**config.mk**
```make
export PLATFORM = sky130hd
export DESIGN_NAME = sbp_monitor
export DESIGN_NICKNAME = d
export VERILOG_FILES = /design/src/verilog/sbp_pkg.sv /design/src/verilog/sbp_trip_if.sv /design/src/verilog/sbp_sync.sv /design/src/verilog/sbp_trip_decode.sv /design/src/verilog/sbp_monitor.sv
export SDC_FILE = /design/constraint.sdc
export NUM_CORES = 1
export LEC_CHECK = 0
export BUFFER_PORTS_ARGS = -buffer_cell sky130_fd_sc_hd__buf_4
export CORE_UTILIZATION = 30
export CTS_BUF_LIST = sky130_fd_sc_hd__clkbuf_16
export DETAILED_ROUTE_END_ITERATION = 12
export GPL_ROUTABILITY_DRIVEN = 1
export PLACE_DENSITY = 0.61
export SLEW_MARGIN = 20
export SYNTH_ARGS = -nofsm -noshare
export SYNTH_HDL_FRONTEND = slang
export SYNTH_HIERARCHICAL = 1
export SYNTH_SLANG_ARGS = --single-unit
```
**constraint.sdc**
```tcl
create_clock -name clk -period 1.8 [get_ports clk]
set_clock_uncertainty 0.1 [all_clocks]
set_input_delay 0.54 -clock clk [delete_from_list [all_inputs] [get_ports clk]]
set_output_delay 0.54 -clock clk [all_outputs]
set_load 0.01 [all_outputs]
```
**src/verilog/sbp_pkg.sv**
```systemverilog
// Purpose: shared constants and types for the supply brownout / power-on monitor
// Assumes: 8-bit register port, 100 MHz system clock
// Notes:   offsets are word indices on the plain register port
package sbp_pkg;
  localparam int unsigned DW      = 8;
  localparam int unsigned AW      = 8;
  localparam int unsigned N_TRIP  = 3;
  localparam int unsigned N_EVT   = 4;

  // register offsets
  localparam logic [AW-1:0] ADR_PWR_CTRL = 8'h00; // power_control_reg
  localparam logic [AW-1:0] ADR_INT_EN0  = 8'h01; // int_enable_reg0
  localparam logic [AW-1:0] ADR_BO_CFG   = 8'h02; // brownout_config_reg
  localparam logic [AW-1:0] ADR_RST_SRC  = 8'h03; // reset_source_reg
  localparam logic [AW-1:0] ADR_INT_STAT = 8'h04; // sticky event status, read only
  localparam logic [AW-1:0] ADR_INT_CLR  = 8'h05; // write 1 to clear status
  localparam logic [AW-1:0] ADR_INT_ENA  = 8'h06; // status enable
  localparam logic [AW-1:0] ADR_LIVE     = 8'h07; // live monitor state, read only

  // field positions
  localparam int unsigned PWR_MODE_LSB  = 0;
  localparam int unsigned PWR_BOI_BIT   = 4;
  localparam int unsigned IEN_EBO_BIT   = 5;
  localparam int unsigned IEN_EA_BIT    = 7;
  localparam int unsigned BOCFG_LSB     = 0;
  localparam int unsigned UCFG_HI_BIT   = 5;
  localparam int unsigned UCFG_LO_BIT   = 3;
  localparam int unsigned RSRC_POF_BIT  = 4;
  localparam int unsigned RSRC_BOF_BIT  = 5;
  localparam int unsigned RSRC_BROWNOUT_IRQ_FLAG_BIT = 6;

  // trip vector positions
  localparam int unsigned TRIP_RST   = 0;
  localparam int unsigned TRIP_IRQ   = 1;
  localparam int unsigned TRIP_FLASH = 2;

  // event status positions
  localparam int unsigned EVT_RST   = 0;
  localparam int unsigned EVT_IRQ   = 1;
  localparam int unsigned EVT_FLASH = 2;
  localparam int unsigned EVT_POR   = 3;

  // reset values
  localparam logic [1:0]       MODE_RST    = 2'h0;
  localparam logic [1:0]       BOCFG_RST   = 2'h0;
  localparam logic [N_EVT-1:0] EVT_EN_RST  = 4'h0;

  // trip level indices reported by the decoder
  localparam logic [1:0] RLVL_2V2 = 2'h0;
  localparam logic [1:0] RLVL_2V4 = 2'h1;
  localparam logic [1:0] RLVL_3V0 = 2'h2;
  localparam logic [1:0] ILVL_2V4 = 2'h0;
  localparam logic [1:0] ILVL_2V6 = 2'h1;
  localparam logic [1:0] ILVL_3V2 = 2'h2;

  typedef enum logic [1:0] {
    MODE_NORMAL = 2'b00,
    MODE_IDLE   = 2'b01,
    MODE_PDOWN  = 2'b10,
    MODE_TOTAL  = 2'b11
  } sbp_mode_t;

  // gray along reset -> power-on -> run
  typedef enum logic [1:0] {
    ST_RESET   = 2'b00,
    ST_POWERON = 2'b01,
    ST_RUN     = 2'b11
  } sbp_state_t;
endpackage

```
**src/verilog/sbp_trip_if.sv**
```systemverilog
// Purpose: carries trip select code and its decoded levels
// Assumes: purely combinational link between control and decoder
// Notes:   none
`timescale 1ns/1ps
interface sbp_trip_if;
  logic [3:0] sel;
  logic       valid;
  logic [1:0] rst_lvl;
  logic [1:0] irq_lvl;
  modport dec (input sel, output valid, output rst_lvl, output irq_lvl);
  modport ctl (output sel, input valid, input rst_lvl, input irq_lvl);
endinterface

```
**src/verilog/sbp_sync.sv**
```systemverilog
// Purpose: two-flop synchroniser for the analog trip lines
// Assumes: trip lines change slowly against clk
// Notes:   first stage feeds only the second stage
`timescale 1ns/1ps
module sbp_sync
  import sbp_pkg::*;
(
  input  wire logic                       clk,
  input  wire logic                       reset_n,
  input  wire logic [sbp_pkg::N_TRIP-1:0] trip_raw,
  output logic      [sbp_pkg::N_TRIP-1:0] trip_sync
);
  typedef struct packed {
    logic [N_TRIP-1:0] s1;
    logic [N_TRIP-1:0] s2;
  } sbp_sync_t;

  sbp_sync_t q, d;

  // one stage pair per trip line
  always_comb begin
    d = q;
    for (int i = 0; i < N_TRIP; i++) begin
      d.s1[i] = trip_raw[i];
      d.s2[i] = q.s1[i];
    end
  end

  always_ff @(posedge clk or negedge reset_n) begin
    if (!reset_n) begin
      q <= '0;
    end else begin
      q <= d;
    end
  end

  assign trip_sync = q.s2;
endmodule

```
**src/verilog/sbp_trip_decode.sv**
```systemverilog
// Purpose: decodes the four trip select bits into level indices
// Assumes: select bits are stable configuration
// Notes:   reserved codes report valid low and level index zero
`timescale 1ns/1ps
module sbp_trip_decode
  import sbp_pkg::*;
(
  sbp_trip_if.dec tif
);
  // reset pair in sel[3:2], interrupt pair in sel[1:0]
  always_comb begin
    tif.valid   = 1'b1;
    tif.rst_lvl = RLVL_2V2;
    tif.irq_lvl = ILVL_2V4;
    case (tif.sel)
      4'h5: begin
        tif.rst_lvl = RLVL_2V2;
        tif.irq_lvl = ILVL_2V4;
      end
      4'h6: begin
        tif.rst_lvl = RLVL_2V2;
        tif.irq_lvl = ILVL_2V6;
      end
      4'h7: begin
        tif.rst_lvl = RLVL_2V2;
        tif.irq_lvl = ILVL_3V2;
      end
      4'ha: begin
        tif.rst_lvl = RLVL_2V4;
        tif.irq_lvl = ILVL_2V6;
      end
      4'hb: begin
        tif.rst_lvl = RLVL_2V4;
        tif.irq_lvl = ILVL_3V2;
      end
      4'hf: begin
        tif.rst_lvl = RLVL_3V0;
        tif.irq_lvl = ILVL_3V2;
      end
      default: begin
        tif.valid = 1'b0;
      end
    endcase
  end
endmodule

```
**src/verilog/sbp_monitor.sv**
```systemverilog
// Purpose: brownout reset/interrupt/flash-protect control and power-on flags
// Assumes: reset_n is the power-on reset; comparator trips are asynchronous
// Notes:   registers sit on a plain strobe port, read data one cycle later
//          brownout flags are level-set, so a clear during a live trip is lost
//          reserved select codes keep the reset path; live register shows them
//          trips cross two flops, so cpu_reset_req, flash_write_block and irq trail a comparator by three edges, brownout_irq by four
//          event status clears by writing one, reset-source flags by zero
//
// Functional notes
// - brownout reset trip always resets the processor
// - total power-down disables all brownout detection
// - interrupt request needs brownout interrupt enable bit
// - interrupt also needs source and global enables
// - reset level from two user config bits
// - interrupt level from two config register bits
// - four-bit select code maps levels, rest reserved
// - brownout reset flag clears at reset, sets on trip
// - brownout interrupt flag clears at reset, sets on trip
// - flash protect active unless power-down bit set
// - flash trip below 2.4 V blocks program/erase
// - condition follows supply against selected level
// - power-on flag set at power-on, cleared by zero
// - power-on flag setting also sets brownout reset flag
// - power mode 00 normal, 01 idle, 10 power-down
//
// Local design decisions: the register offsets and the strobed register port.
`timescale 1ns/1ps
module sbp_monitor
  import sbp_pkg::*;
(
  input  wire logic                   clk,
  input  wire logic                   reset_n,
  input  wire logic [sbp_pkg::AW-1:0] reg_addr,
  input  wire logic [sbp_pkg::DW-1:0] reg_wdata,
  input  wire logic                   reg_wr,
  input  wire logic                   reg_rd,
  output logic      [sbp_pkg::DW-1:0] reg_rdata,
  input  wire logic [sbp_pkg::DW-1:0] user_config_byte,
  input  wire logic                   cmp_reset_trip,
  input  wire logic                   cmp_irq_trip,
  input  wire logic                   cmp_flash_trip,
  output logic                        detector_en,
  output logic                        flash_detector_en,
  output logic      [1:0]             reset_level_sel,
  output logic      [1:0]             irq_level_sel,
  output logic                        cpu_reset_req,
  output logic                        brownout_irq,
  output logic                        flash_write_block,
  output logic                        irq
);
  import sbp_pkg::*;

  typedef struct packed {
    // startup state and software registers
    sbp_state_t       state;
    logic [1:0]       power_mode;
    logic             brownout_irq_enable;
    logic             brownout_int_en;
    logic             global_int_en;
    logic [1:0]       brownout_config_field;

    // sticky reset-source flags
    logic             poweron_flag;
    logic             brownout_reset_flag;
    logic             brownout_irq_flag;

    // event status and its edge memory
    logic [N_TRIP-1:0] trip_prev;
    logic [N_EVT-1:0] evt_stat;
    logic [N_EVT-1:0] evt_en;

    // registered outputs; nothing combinational reaches a pin
    logic [DW-1:0]    rdata;
    logic             det_en;
    logic             flash_det_en;
    logic [1:0]       rst_sel;
    logic [1:0]       irq_sel;
    logic             cpu_reset;
    logic             bo_irq;
    logic             flash_block;
    logic             irq;
  } sbp_regs_t;

  // q is the only state; d is its next value
  sbp_regs_t q, d;

  // trip lines, raw and synchronised
  logic [N_TRIP-1:0] trip_raw;
  logic [N_TRIP-1:0] trip_s;
  logic [N_TRIP-1:0] trip_rise;
  logic [N_EVT-1:0]  evt_set;

  // mode decode and gated conditions
  logic              total_pd;
  logic              pd_bit;
  logic              reset_trip;
  logic              irq_trip;
  logic              flash_trip;

  // register write strobes
  logic              wr_pwr;
  logic              wr_ien;
  logic              wr_cfg;
  logic              wr_rsrc;
  logic              wr_clr;
  logic              wr_ena;

  // startup pulse and read path
  logic              por_set;
  logic [DW-1:0]     rd_mux;

  // select code and decoded levels travel together
  sbp_trip_if tif ();

  // trip lines gathered for the synchroniser
  assign trip_raw[TRIP_RST]   = cmp_reset_trip;
  assign trip_raw[TRIP_IRQ]   = cmp_irq_trip;
  assign trip_raw[TRIP_FLASH] = cmp_flash_trip;

  // the analog side is free-running; never use a raw trip
  sbp_sync u_sync (
    .clk       (clk),
    .reset_n   (reset_n),
    .trip_raw  (trip_raw),
    .trip_sync (trip_s)
  );

  // select code: reset pair from user config, interrupt pair from register
  assign tif.sel = {user_config_byte[UCFG_HI_BIT],
                    user_config_byte[UCFG_LO_BIT],
                    q.brownout_config_field};

  // reserved codes are flagged, never blocked
  sbp_trip_decode u_dec (
    .tif (tif.dec)
  );

  // power mode decode
  assign total_pd = (q.power_mode == MODE_TOTAL);
  assign pd_bit   = q.power_mode[1];

  // gated trip conditions; they follow the comparators both ways
  assign reset_trip = !total_pd && trip_s[TRIP_RST];
  assign irq_trip   = !total_pd && trip_s[TRIP_IRQ];
  assign flash_trip = !pd_bit && trip_s[TRIP_FLASH];

  // rising edges feed the sticky event status
  // trip_prev resets low like the synchroniser, so no false edge
  assign trip_rise = trip_s & ~q.trip_prev;

  // power-on is taken once, in the second cycle out of reset, after one cycle in ST_RESET
  assign por_set = (q.state == ST_POWERON);

  // event sets; flash follows its own power-down gate
  always_comb begin
    evt_set            = '0;
    evt_set[EVT_RST]   = trip_rise[TRIP_RST] && !total_pd;
    evt_set[EVT_IRQ]   = trip_rise[TRIP_IRQ] && !total_pd;
    evt_set[EVT_FLASH] = trip_rise[TRIP_FLASH] && !pd_bit;
    evt_set[EVT_POR]   = por_set;
  end

  // write decode
  // writes to read-only or unmapped offsets fall through
  assign wr_pwr  = reg_wr && (reg_addr == ADR_PWR_CTRL);
  assign wr_ien  = reg_wr && (reg_addr == ADR_INT_EN0);
  assign wr_cfg  = reg_wr && (reg_addr == ADR_BO_CFG);
  assign wr_rsrc = reg_wr && (reg_addr == ADR_RST_SRC);
  assign wr_clr  = reg_wr && (reg_addr == ADR_INT_CLR);
  assign wr_ena  = reg_wr && (reg_addr == ADR_INT_ENA);

  // read mux; unmapped and write-only offsets read zero
  // the mux runs free; only a strobe lets it reach the data flops
  always_comb begin
    rd_mux = '0;
    case (reg_addr)
      ADR_PWR_CTRL: begin
        rd_mux[PWR_MODE_LSB +: 2] = q.power_mode;
        rd_mux[PWR_BOI_BIT]       = q.brownout_irq_enable;
      end
      ADR_INT_EN0: begin
        rd_mux[IEN_EBO_BIT] = q.brownout_int_en;
        rd_mux[IEN_EA_BIT]  = q.global_int_en;
      end
      ADR_BO_CFG: begin
        rd_mux[BOCFG_LSB +: 2] = q.brownout_config_field;
      end
      ADR_RST_SRC: begin
        rd_mux[RSRC_POF_BIT]  = q.poweron_flag;
        rd_mux[RSRC_BOF_BIT]  = q.brownout_reset_flag;
        rd_mux[RSRC_BROWNOUT_IRQ_FLAG_BIT] = q.brownout_irq_flag;
      end
      // status and enable share one layout
      ADR_INT_STAT: begin
        rd_mux[N_EVT-1:0] = q.evt_stat;
      end
      ADR_INT_ENA: begin
        rd_mux[N_EVT-1:0] = q.evt_en;
      end
      // live view: trips, code valid, decoded levels
      ADR_LIVE: begin
        rd_mux[N_TRIP-1:0] = trip_s;
        rd_mux[3]          = tif.valid;
        rd_mux[5:4]        = tif.rst_lvl;
        rd_mux[7:6]        = tif.irq_lvl;
      end
      default: begin
        rd_mux = '0;
      end
    endcase
  end

  // next-state logic for the whole block
  // later assignments win, so clears come before sets
  always_comb begin
    d = q;

    // startup sequence: one power-on cycle, then run
    case (q.state)
      ST_RESET: begin
        d.state = ST_POWERON;
      end
      ST_POWERON: begin
        d.state = ST_RUN;
      end
      ST_RUN: begin
        d.state = ST_RUN;
      end
      default: begin
        d.state = ST_RESET;
      end
    endcase

    // power control: mode field and interrupt enable
    if (wr_pwr) begin
      d.power_mode          = reg_wdata[PWR_MODE_LSB +: 2];
      d.brownout_irq_enable = reg_wdata[PWR_BOI_BIT];
    end

    // interrupt enable register
    if (wr_ien) begin
      d.brownout_int_en = reg_wdata[IEN_EBO_BIT];
      d.global_int_en   = reg_wdata[IEN_EA_BIT];
    end

    // interrupt trip level select
    if (wr_cfg) begin
      d.brownout_config_field = reg_wdata[BOCFG_LSB +: 2];
    end

    // reset source flags: a written 0 clears, a 1 is ignored
    if (wr_rsrc && !reg_wdata[RSRC_POF_BIT]) begin
      d.poweron_flag = 1'b0;
    end
    if (wr_rsrc && !reg_wdata[RSRC_BOF_BIT]) begin
      d.brownout_reset_flag = 1'b0;
    end
    if (wr_rsrc && !reg_wdata[RSRC_BROWNOUT_IRQ_FLAG_BIT]) begin
      d.brownout_irq_flag = 1'b0;
    end

    // sets come after clears so a same-cycle event is not lost
    if (por_set) begin
      d.poweron_flag        = 1'b1;
      d.brownout_reset_flag = 1'b1;
    end
    if (reset_trip) begin
      d.brownout_reset_flag = 1'b1;
    end
    if (irq_trip) begin
      d.brownout_irq_flag = 1'b1;
    end

    // event status: write-one clear, set wins
    d.trip_prev = trip_s;
    if (wr_ena) begin
      d.evt_en = reg_wdata[N_EVT-1:0];
    end
    if (wr_clr) begin
      d.evt_stat = q.evt_stat & ~reg_wdata[N_EVT-1:0];
    end
    d.evt_stat = d.evt_stat | evt_set;

    // analog controls; detectors off in total power-down
    d.det_en       = !total_pd;
    d.flash_det_en = !pd_bit;
    d.rst_sel      = tif.sel[3:2];
    d.irq_sel      = tif.sel[1:0];

    // reset has no software gate at all, only the mode
    d.cpu_reset = reset_trip;

    // processor interrupt follows the full enable chain
    d.bo_irq = !total_pd &&
               q.brownout_irq_enable &&
               q.brownout_int_en &&
               q.global_int_en &&
               q.brownout_irq_flag;

    // flash guard has no software gate of its own, only the power-down bit
    d.flash_block = flash_trip;

    // combined level interrupt of the event status
    d.irq = |(d.evt_stat & q.evt_en);

    // read data stands only in the cycle after the strobe
    d.rdata = reg_rd ? rd_mux : '0;
  end

  // single register bank for all state
  always_ff @(posedge clk or negedge reset_n) begin
    if (!reset_n) begin
      // fields below restate their zero resets, except the two detector enables
      q                       <= '0;
      q.state                 <= ST_RESET;
      q.power_mode            <= MODE_RST;
      q.brownout_config_field <= BOCFG_RST;
      q.evt_en                <= EVT_EN_RST;
      // detectors come up enabled, as in normal mode
      q.det_en                <= 1'b1;
      q.flash_det_en          <= 1'b1;
    end else begin
      q <= d;
    end
  end

  // outputs straight from flops
  // register port
  assign reg_rdata         = q.rdata;

  // analog controls
  assign detector_en       = q.det_en;
  assign flash_detector_en = q.flash_det_en;
  assign reset_level_sel   = q.rst_sel;
  assign irq_level_sel     = q.irq_sel;

  // processor-facing requests
  assign cpu_reset_req     = q.cpu_reset;
  assign brownout_irq      = q.bo_irq;
  assign flash_write_block = q.flash_block;
  assign irq               = q.irq;
endmodule

```
==> metrics.md <==
| Metric | Value |
|---|---|
| Comb power frac | 9.5% |
| Layout-stage area growth over the synthesis result | 38.2% |
| Port Buf Inserts | 42 |
| Kind of end point of the critical path | flop |
| Number of buffers inserted during clock tree synthesis | 5 |
| Max Cap Viol | 0 |
| Top flip-flop cell by instance count after synthesis | sky130_fd_sc_hd__dfrtp_1 |
| Number of enable-type register cells in the synthesized netlist | 0 |
| HPWL Detailed | 3.33 mm |
| Post-synthesis sequential area ratio | 56.9% |
| Switching power as a share of total power | 19.8% |
| Worst Path Arrival | 1.98 ns |
| Total gr overflow | 0 |
| H-tree levels | 2 |
| Routed vias | 1495 |
| Clock network fraction of total power | 45.7% |
| Count of fill cells added during filler insertion | 605 |
| Highest clock frequency the design can meet | 519 MHz |
| Number of buffers on the longest clock path | 2 |
| Number of hold violations in the final report | 0 |
| Start-to-end type of the worst setup path | in2reg |
| First-iteration detailed-routing DRC count | 65 |
| Height of the die | 85.1 um |
| Leakage power summed over all cells | 1.36 nW |
| Worst setup SP type | primary input |
| Layer with the highest usage after global routing | met2 |
| Total placed instance area | 2610 um^2 |
| CTS tree | yes |
| Cell area after technology mapping | 2070 um^2 |
| Number of nets at the end of the flow | 264 |
| Finished Core Util | 44.1% |
| Final Critical Period | 1.93 ns |
| Clock insertion delay at the later pin of the skew report | 0.28 ns |
| Met2 capacity usage during global routing | 21.5% |
| Post-route cell area | 2860 um^2 |
| RSZ-0062 raised after global routing | yes |
| Number of iterations in the first detailed-routing pass | 4 |
| Failing checks | setup timing |
| Total negative setup slack | -0.924 ns |
| Std-Cell Rows | 29 |
| Wirelength per Cell | 14.3 um |
| Power consumption | 2.50 mW |
| Pwr dens | 874 nW/um^2 |
| Placeable core area | 6490 um^2 |
| Gpl congestion | 0.803 |
| Proportion of synthesized flip-flops having asynchronous set or reset | 100% |
| Cell count after synthesis | 175 |
| Cells on worst reg2reg path | 5 |
| Die Area | 7240 um^2 |
| Sequential fraction of design power | 44.7% |
| Largest area contributor in the netlist | sky130_fd_sc_hd__dfrtp_1 |
| Clock tree root buffer cell | sky130_fd_sc_hd__clkbuf_16 |
| Starting utilization of the core area | 31.9% |
| Capture point of the worst reg-to-reg path | reg_rdata[4]$_DFF_PN0_ |
| Syn_nets | 206 |
| Pre-CTS setup slack | -0.431 ns |
| Ys Warns | 6 |
| Total of hold buffers inserted after clock tree synthesis | 0 |
| Largest cells by area after synthesis | sky130_fd_sc_hd__dfrtp_1 (54%), sky130_fd_sc_hd__buf_4 (4.3%), sky130_fd_sc_hd__mux2_2 (4.3%) |
| Number of antenna-violating nets in the routed design | 0 |
| Least-Margin Pin Slew | 0.572 ns |
| Count of antenna diodes in the layout | 0 |
| Ports | 49 |
| First-pass GRT wire length | 7.56 mm |
| Via density per instance | 4.81 |
| Share of the synthesized area in the top cell type | 54.3% |
| Num Clock Sinks | 47 |
| Number of antenna violations at the first check in global routing | 0 |
| Register-to-register setup slack | 0.42 ns |
| Maximum number of pins on one net before global-route repair | 48 |
| Worst slew slack as a fraction of its limit | 61.9% |
| Share of post-route cells with drive strength above 1 | 46.6% |
| Switching power of the nets | 0.494 mW |
| Setup WS post-layout | -0.126 ns |
| Total Routed Length | 4.45 mm |
| Mean Syn Cell Area | 11.8 um^2 |
| Seq cells post-synth | 47 |
| Worst min-delay path class | in2async |
| Internal power summed over all cells | 2.01 mW |
| DRC violation count after routing | 0 |
| Share of the cycle needed by the critical path after routing | 107% |
| Worst voltage drop across the vdd grid | 0.396 mV |
| Global Route Usage Sum | 13.6% |
| Met3 capacity usage during global routing | 3.40% |
| Clock transition at the registers of the reported paths | 0.06 ns |
| Die Wd | 85.1 um |
| Worst endpoint required time | 1.85 ns |
| Met1 layer usage reported by global route | 18.7% |
| Largest fanout of any net on the critical path | 4 |
| Post-synthesis cell type count | 43 |
| Number of setup violations in the final report | 12 |
| Source of the worst register-to-register timing path | d[5]$_DFFE_PN0P_ |
| Outcome | finished, violations left |
| Count of pins over their slew limit | 0 |
| Number of global-route vias before repair | 1522 |
-- sequential cells by signal, indices dropped and copies added, names as in the netlist --
signal / flops
brownout_irq: 1
cpu_reset_req: 1
d: 2
detector_en: 1
flash_detector_en: 1
flash_write_block: 1
irq: 1
irq_level_sel: 2
pd_bit: 1
q: 20
reg_rdata: 8
reset_level_sel: 2
u_sync/d: 3
u_sync/trip_sync: 3
-- cells in the final DEF, fill, tap and decap left out, drive strengths merged, types with 4 or more instances in the layout --
cell    synthesis  routed
nand3           9       9
inv             8       9
nor2b           5       5
nand2          14      14
nor2            9       9
buf            13      68
o21ai           7       7
dfrtp          45      45
clkbuf          4       5
mux2           13      13
mux2i           7       7
a21oi           4       4
-- logic make-up after synthesis --
kind of cell | after synthesis | share of synthesized area, %
xor gates and xnor gates | 1 | 0.423
buffers and inverters | 25 | 6.70
and+or+nand+nor | 57 | 17.3
AOI/OAI and AO/OA | 25 | 8.27
muxes | 20 | 10.4
DFF | 47 | 56.9
-- what timing repair did --
action / in CTS / in global routing
endpoints found under the setup margin: 14 / 19
pin swaps: 3 / 4
resized for setup: 6 / 9
cloned: 0 / 0
buffers inserted: 0 / 1
-- worst max-delay path by stage --
stage / startpoint / to / slack [ns] / cells past startpoint
floorplan: reg_addr[5] / pd_bit$_DFFE_PN0P_ / -0.23 / 4
global placement: reg_addr[5] / q[30]$_DFFE_PN0P_ / -0.41 / 5
detailed placement: reg_addr[5] / q[30]$_DFFE_PN0P_ / -0.43 / 5
CTS: reg_addr[5] / q[30]$_DFFE_PN0P_ / -0.10 / 5
global route: reg_addr[5] / pd_bit$_DFFE_PN0P_ / -0.18 / 5
finish: reg_addr[5] / q[30]$_DFFE_PN0P_ / -0.13 / 5
-- routing by layer --
layer  vias to the layer above  share of wire, %
li1                        722                 -
met1                       727                46
met2                        44                47
met3                         2               6.0
met4                         0              0.49
met5                         -                 0
-- cells in the mapped netlist, types with 2 or more instances --
cell                       count
sky130_fd_sc_hd__or4_4         2
sky130_fd_sc_hd__mux2_2        8
sky130_fd_sc_hd__clkbuf_1      4
sky130_fd_sc_hd__a41oi_1       2
sky130_fd_sc_hd__buf_4        12
sky130_fd_sc_hd__or2_2         2
sky130_fd_sc_hd__and3b_1       2
sky130_fd_sc_hd__o22ai_1       2
sky130_fd_sc_hd__mux2i_1       7
sky130_fd_sc_hd__a32oi_1       2
sky130_fd_sc_hd__dfstp_2       2
sky130_fd_sc_hd__o21ai_1       3
sky130_fd_sc_hd__nand3_2       2
sky130_fd_sc_hd__nand2_1      14
sky130_fd_sc_hd__dfrtp_1      45
sky130_fd_sc_hd__nand4_1       2
sky130_fd_sc_hd__nor2_1        9
sky130_fd_sc_hd__a31oi_1       2
sky130_fd_sc_hd__nand3_1       7
sky130_fd_sc_hd__inv_1         8
sky130_fd_sc_hd__nand2b_1      2
sky130_fd_sc_hd__o21ai_0       4
sky130_fd_sc_hd__mux2_1        5
sky130_fd_sc_hd__a21oi_1       4
sky130_fd_sc_hd__nor2b_1       5
-- critical path: stages --
cell and delay, ns:
sky130_fd_sc_hd__buf_6 0.09, sky130_fd_sc_hd__or4_4 0.58, sky130_fd_sc_hd__or4_4 0.54, sky130_fd_sc_hd__o21ai_2 0.14, sky130_fd_sc_hd__nand3_1 0.09
-- power groups by stage --
stage / sequential (mW) / combinational (mW) / clock, mW
6_report: 1.12 / 0.238 / 1.14
5_1_grt: 1.12 / 0.261 / 1.22
4_1_cts: 1.12 / 0.238 / 1.18
3_5_place_dp: 1.14 / 0.232 / 0
3_3_place_gp: 1.14 / 0.231 / 0
2_1_floorplan: 1.13 / 0.0877 / 0
-- metrics by stage --
step	instances	hold slack (ns)
detailed placement	302	0.236
global placement	302	0.232
finish	311	0.150
CTS	310	0.188
floorplan	175	0.144
global route	311	0.203
-- layout make-up --
| type | count | area [um^2] | share of cell area (%) |
|---|---|---|---|
| Sequential cell | 47 | 1180 | 41.2 |
| Multi-Input combinational cell | 103 | 832 | 29.1 |
| Timing Repair Buffer | 68 | 538 | 18.8 |
| Clock buffer | 5 | 125 | 4.37 |
| Tap cell | 77 | 96.3 | 3.36 |
| Clock inverter | 3 | 63.8 | 2.23 |
| Inverter | 8 | 30.0 | 1.05 |
(Power assumes the default switching activity.)
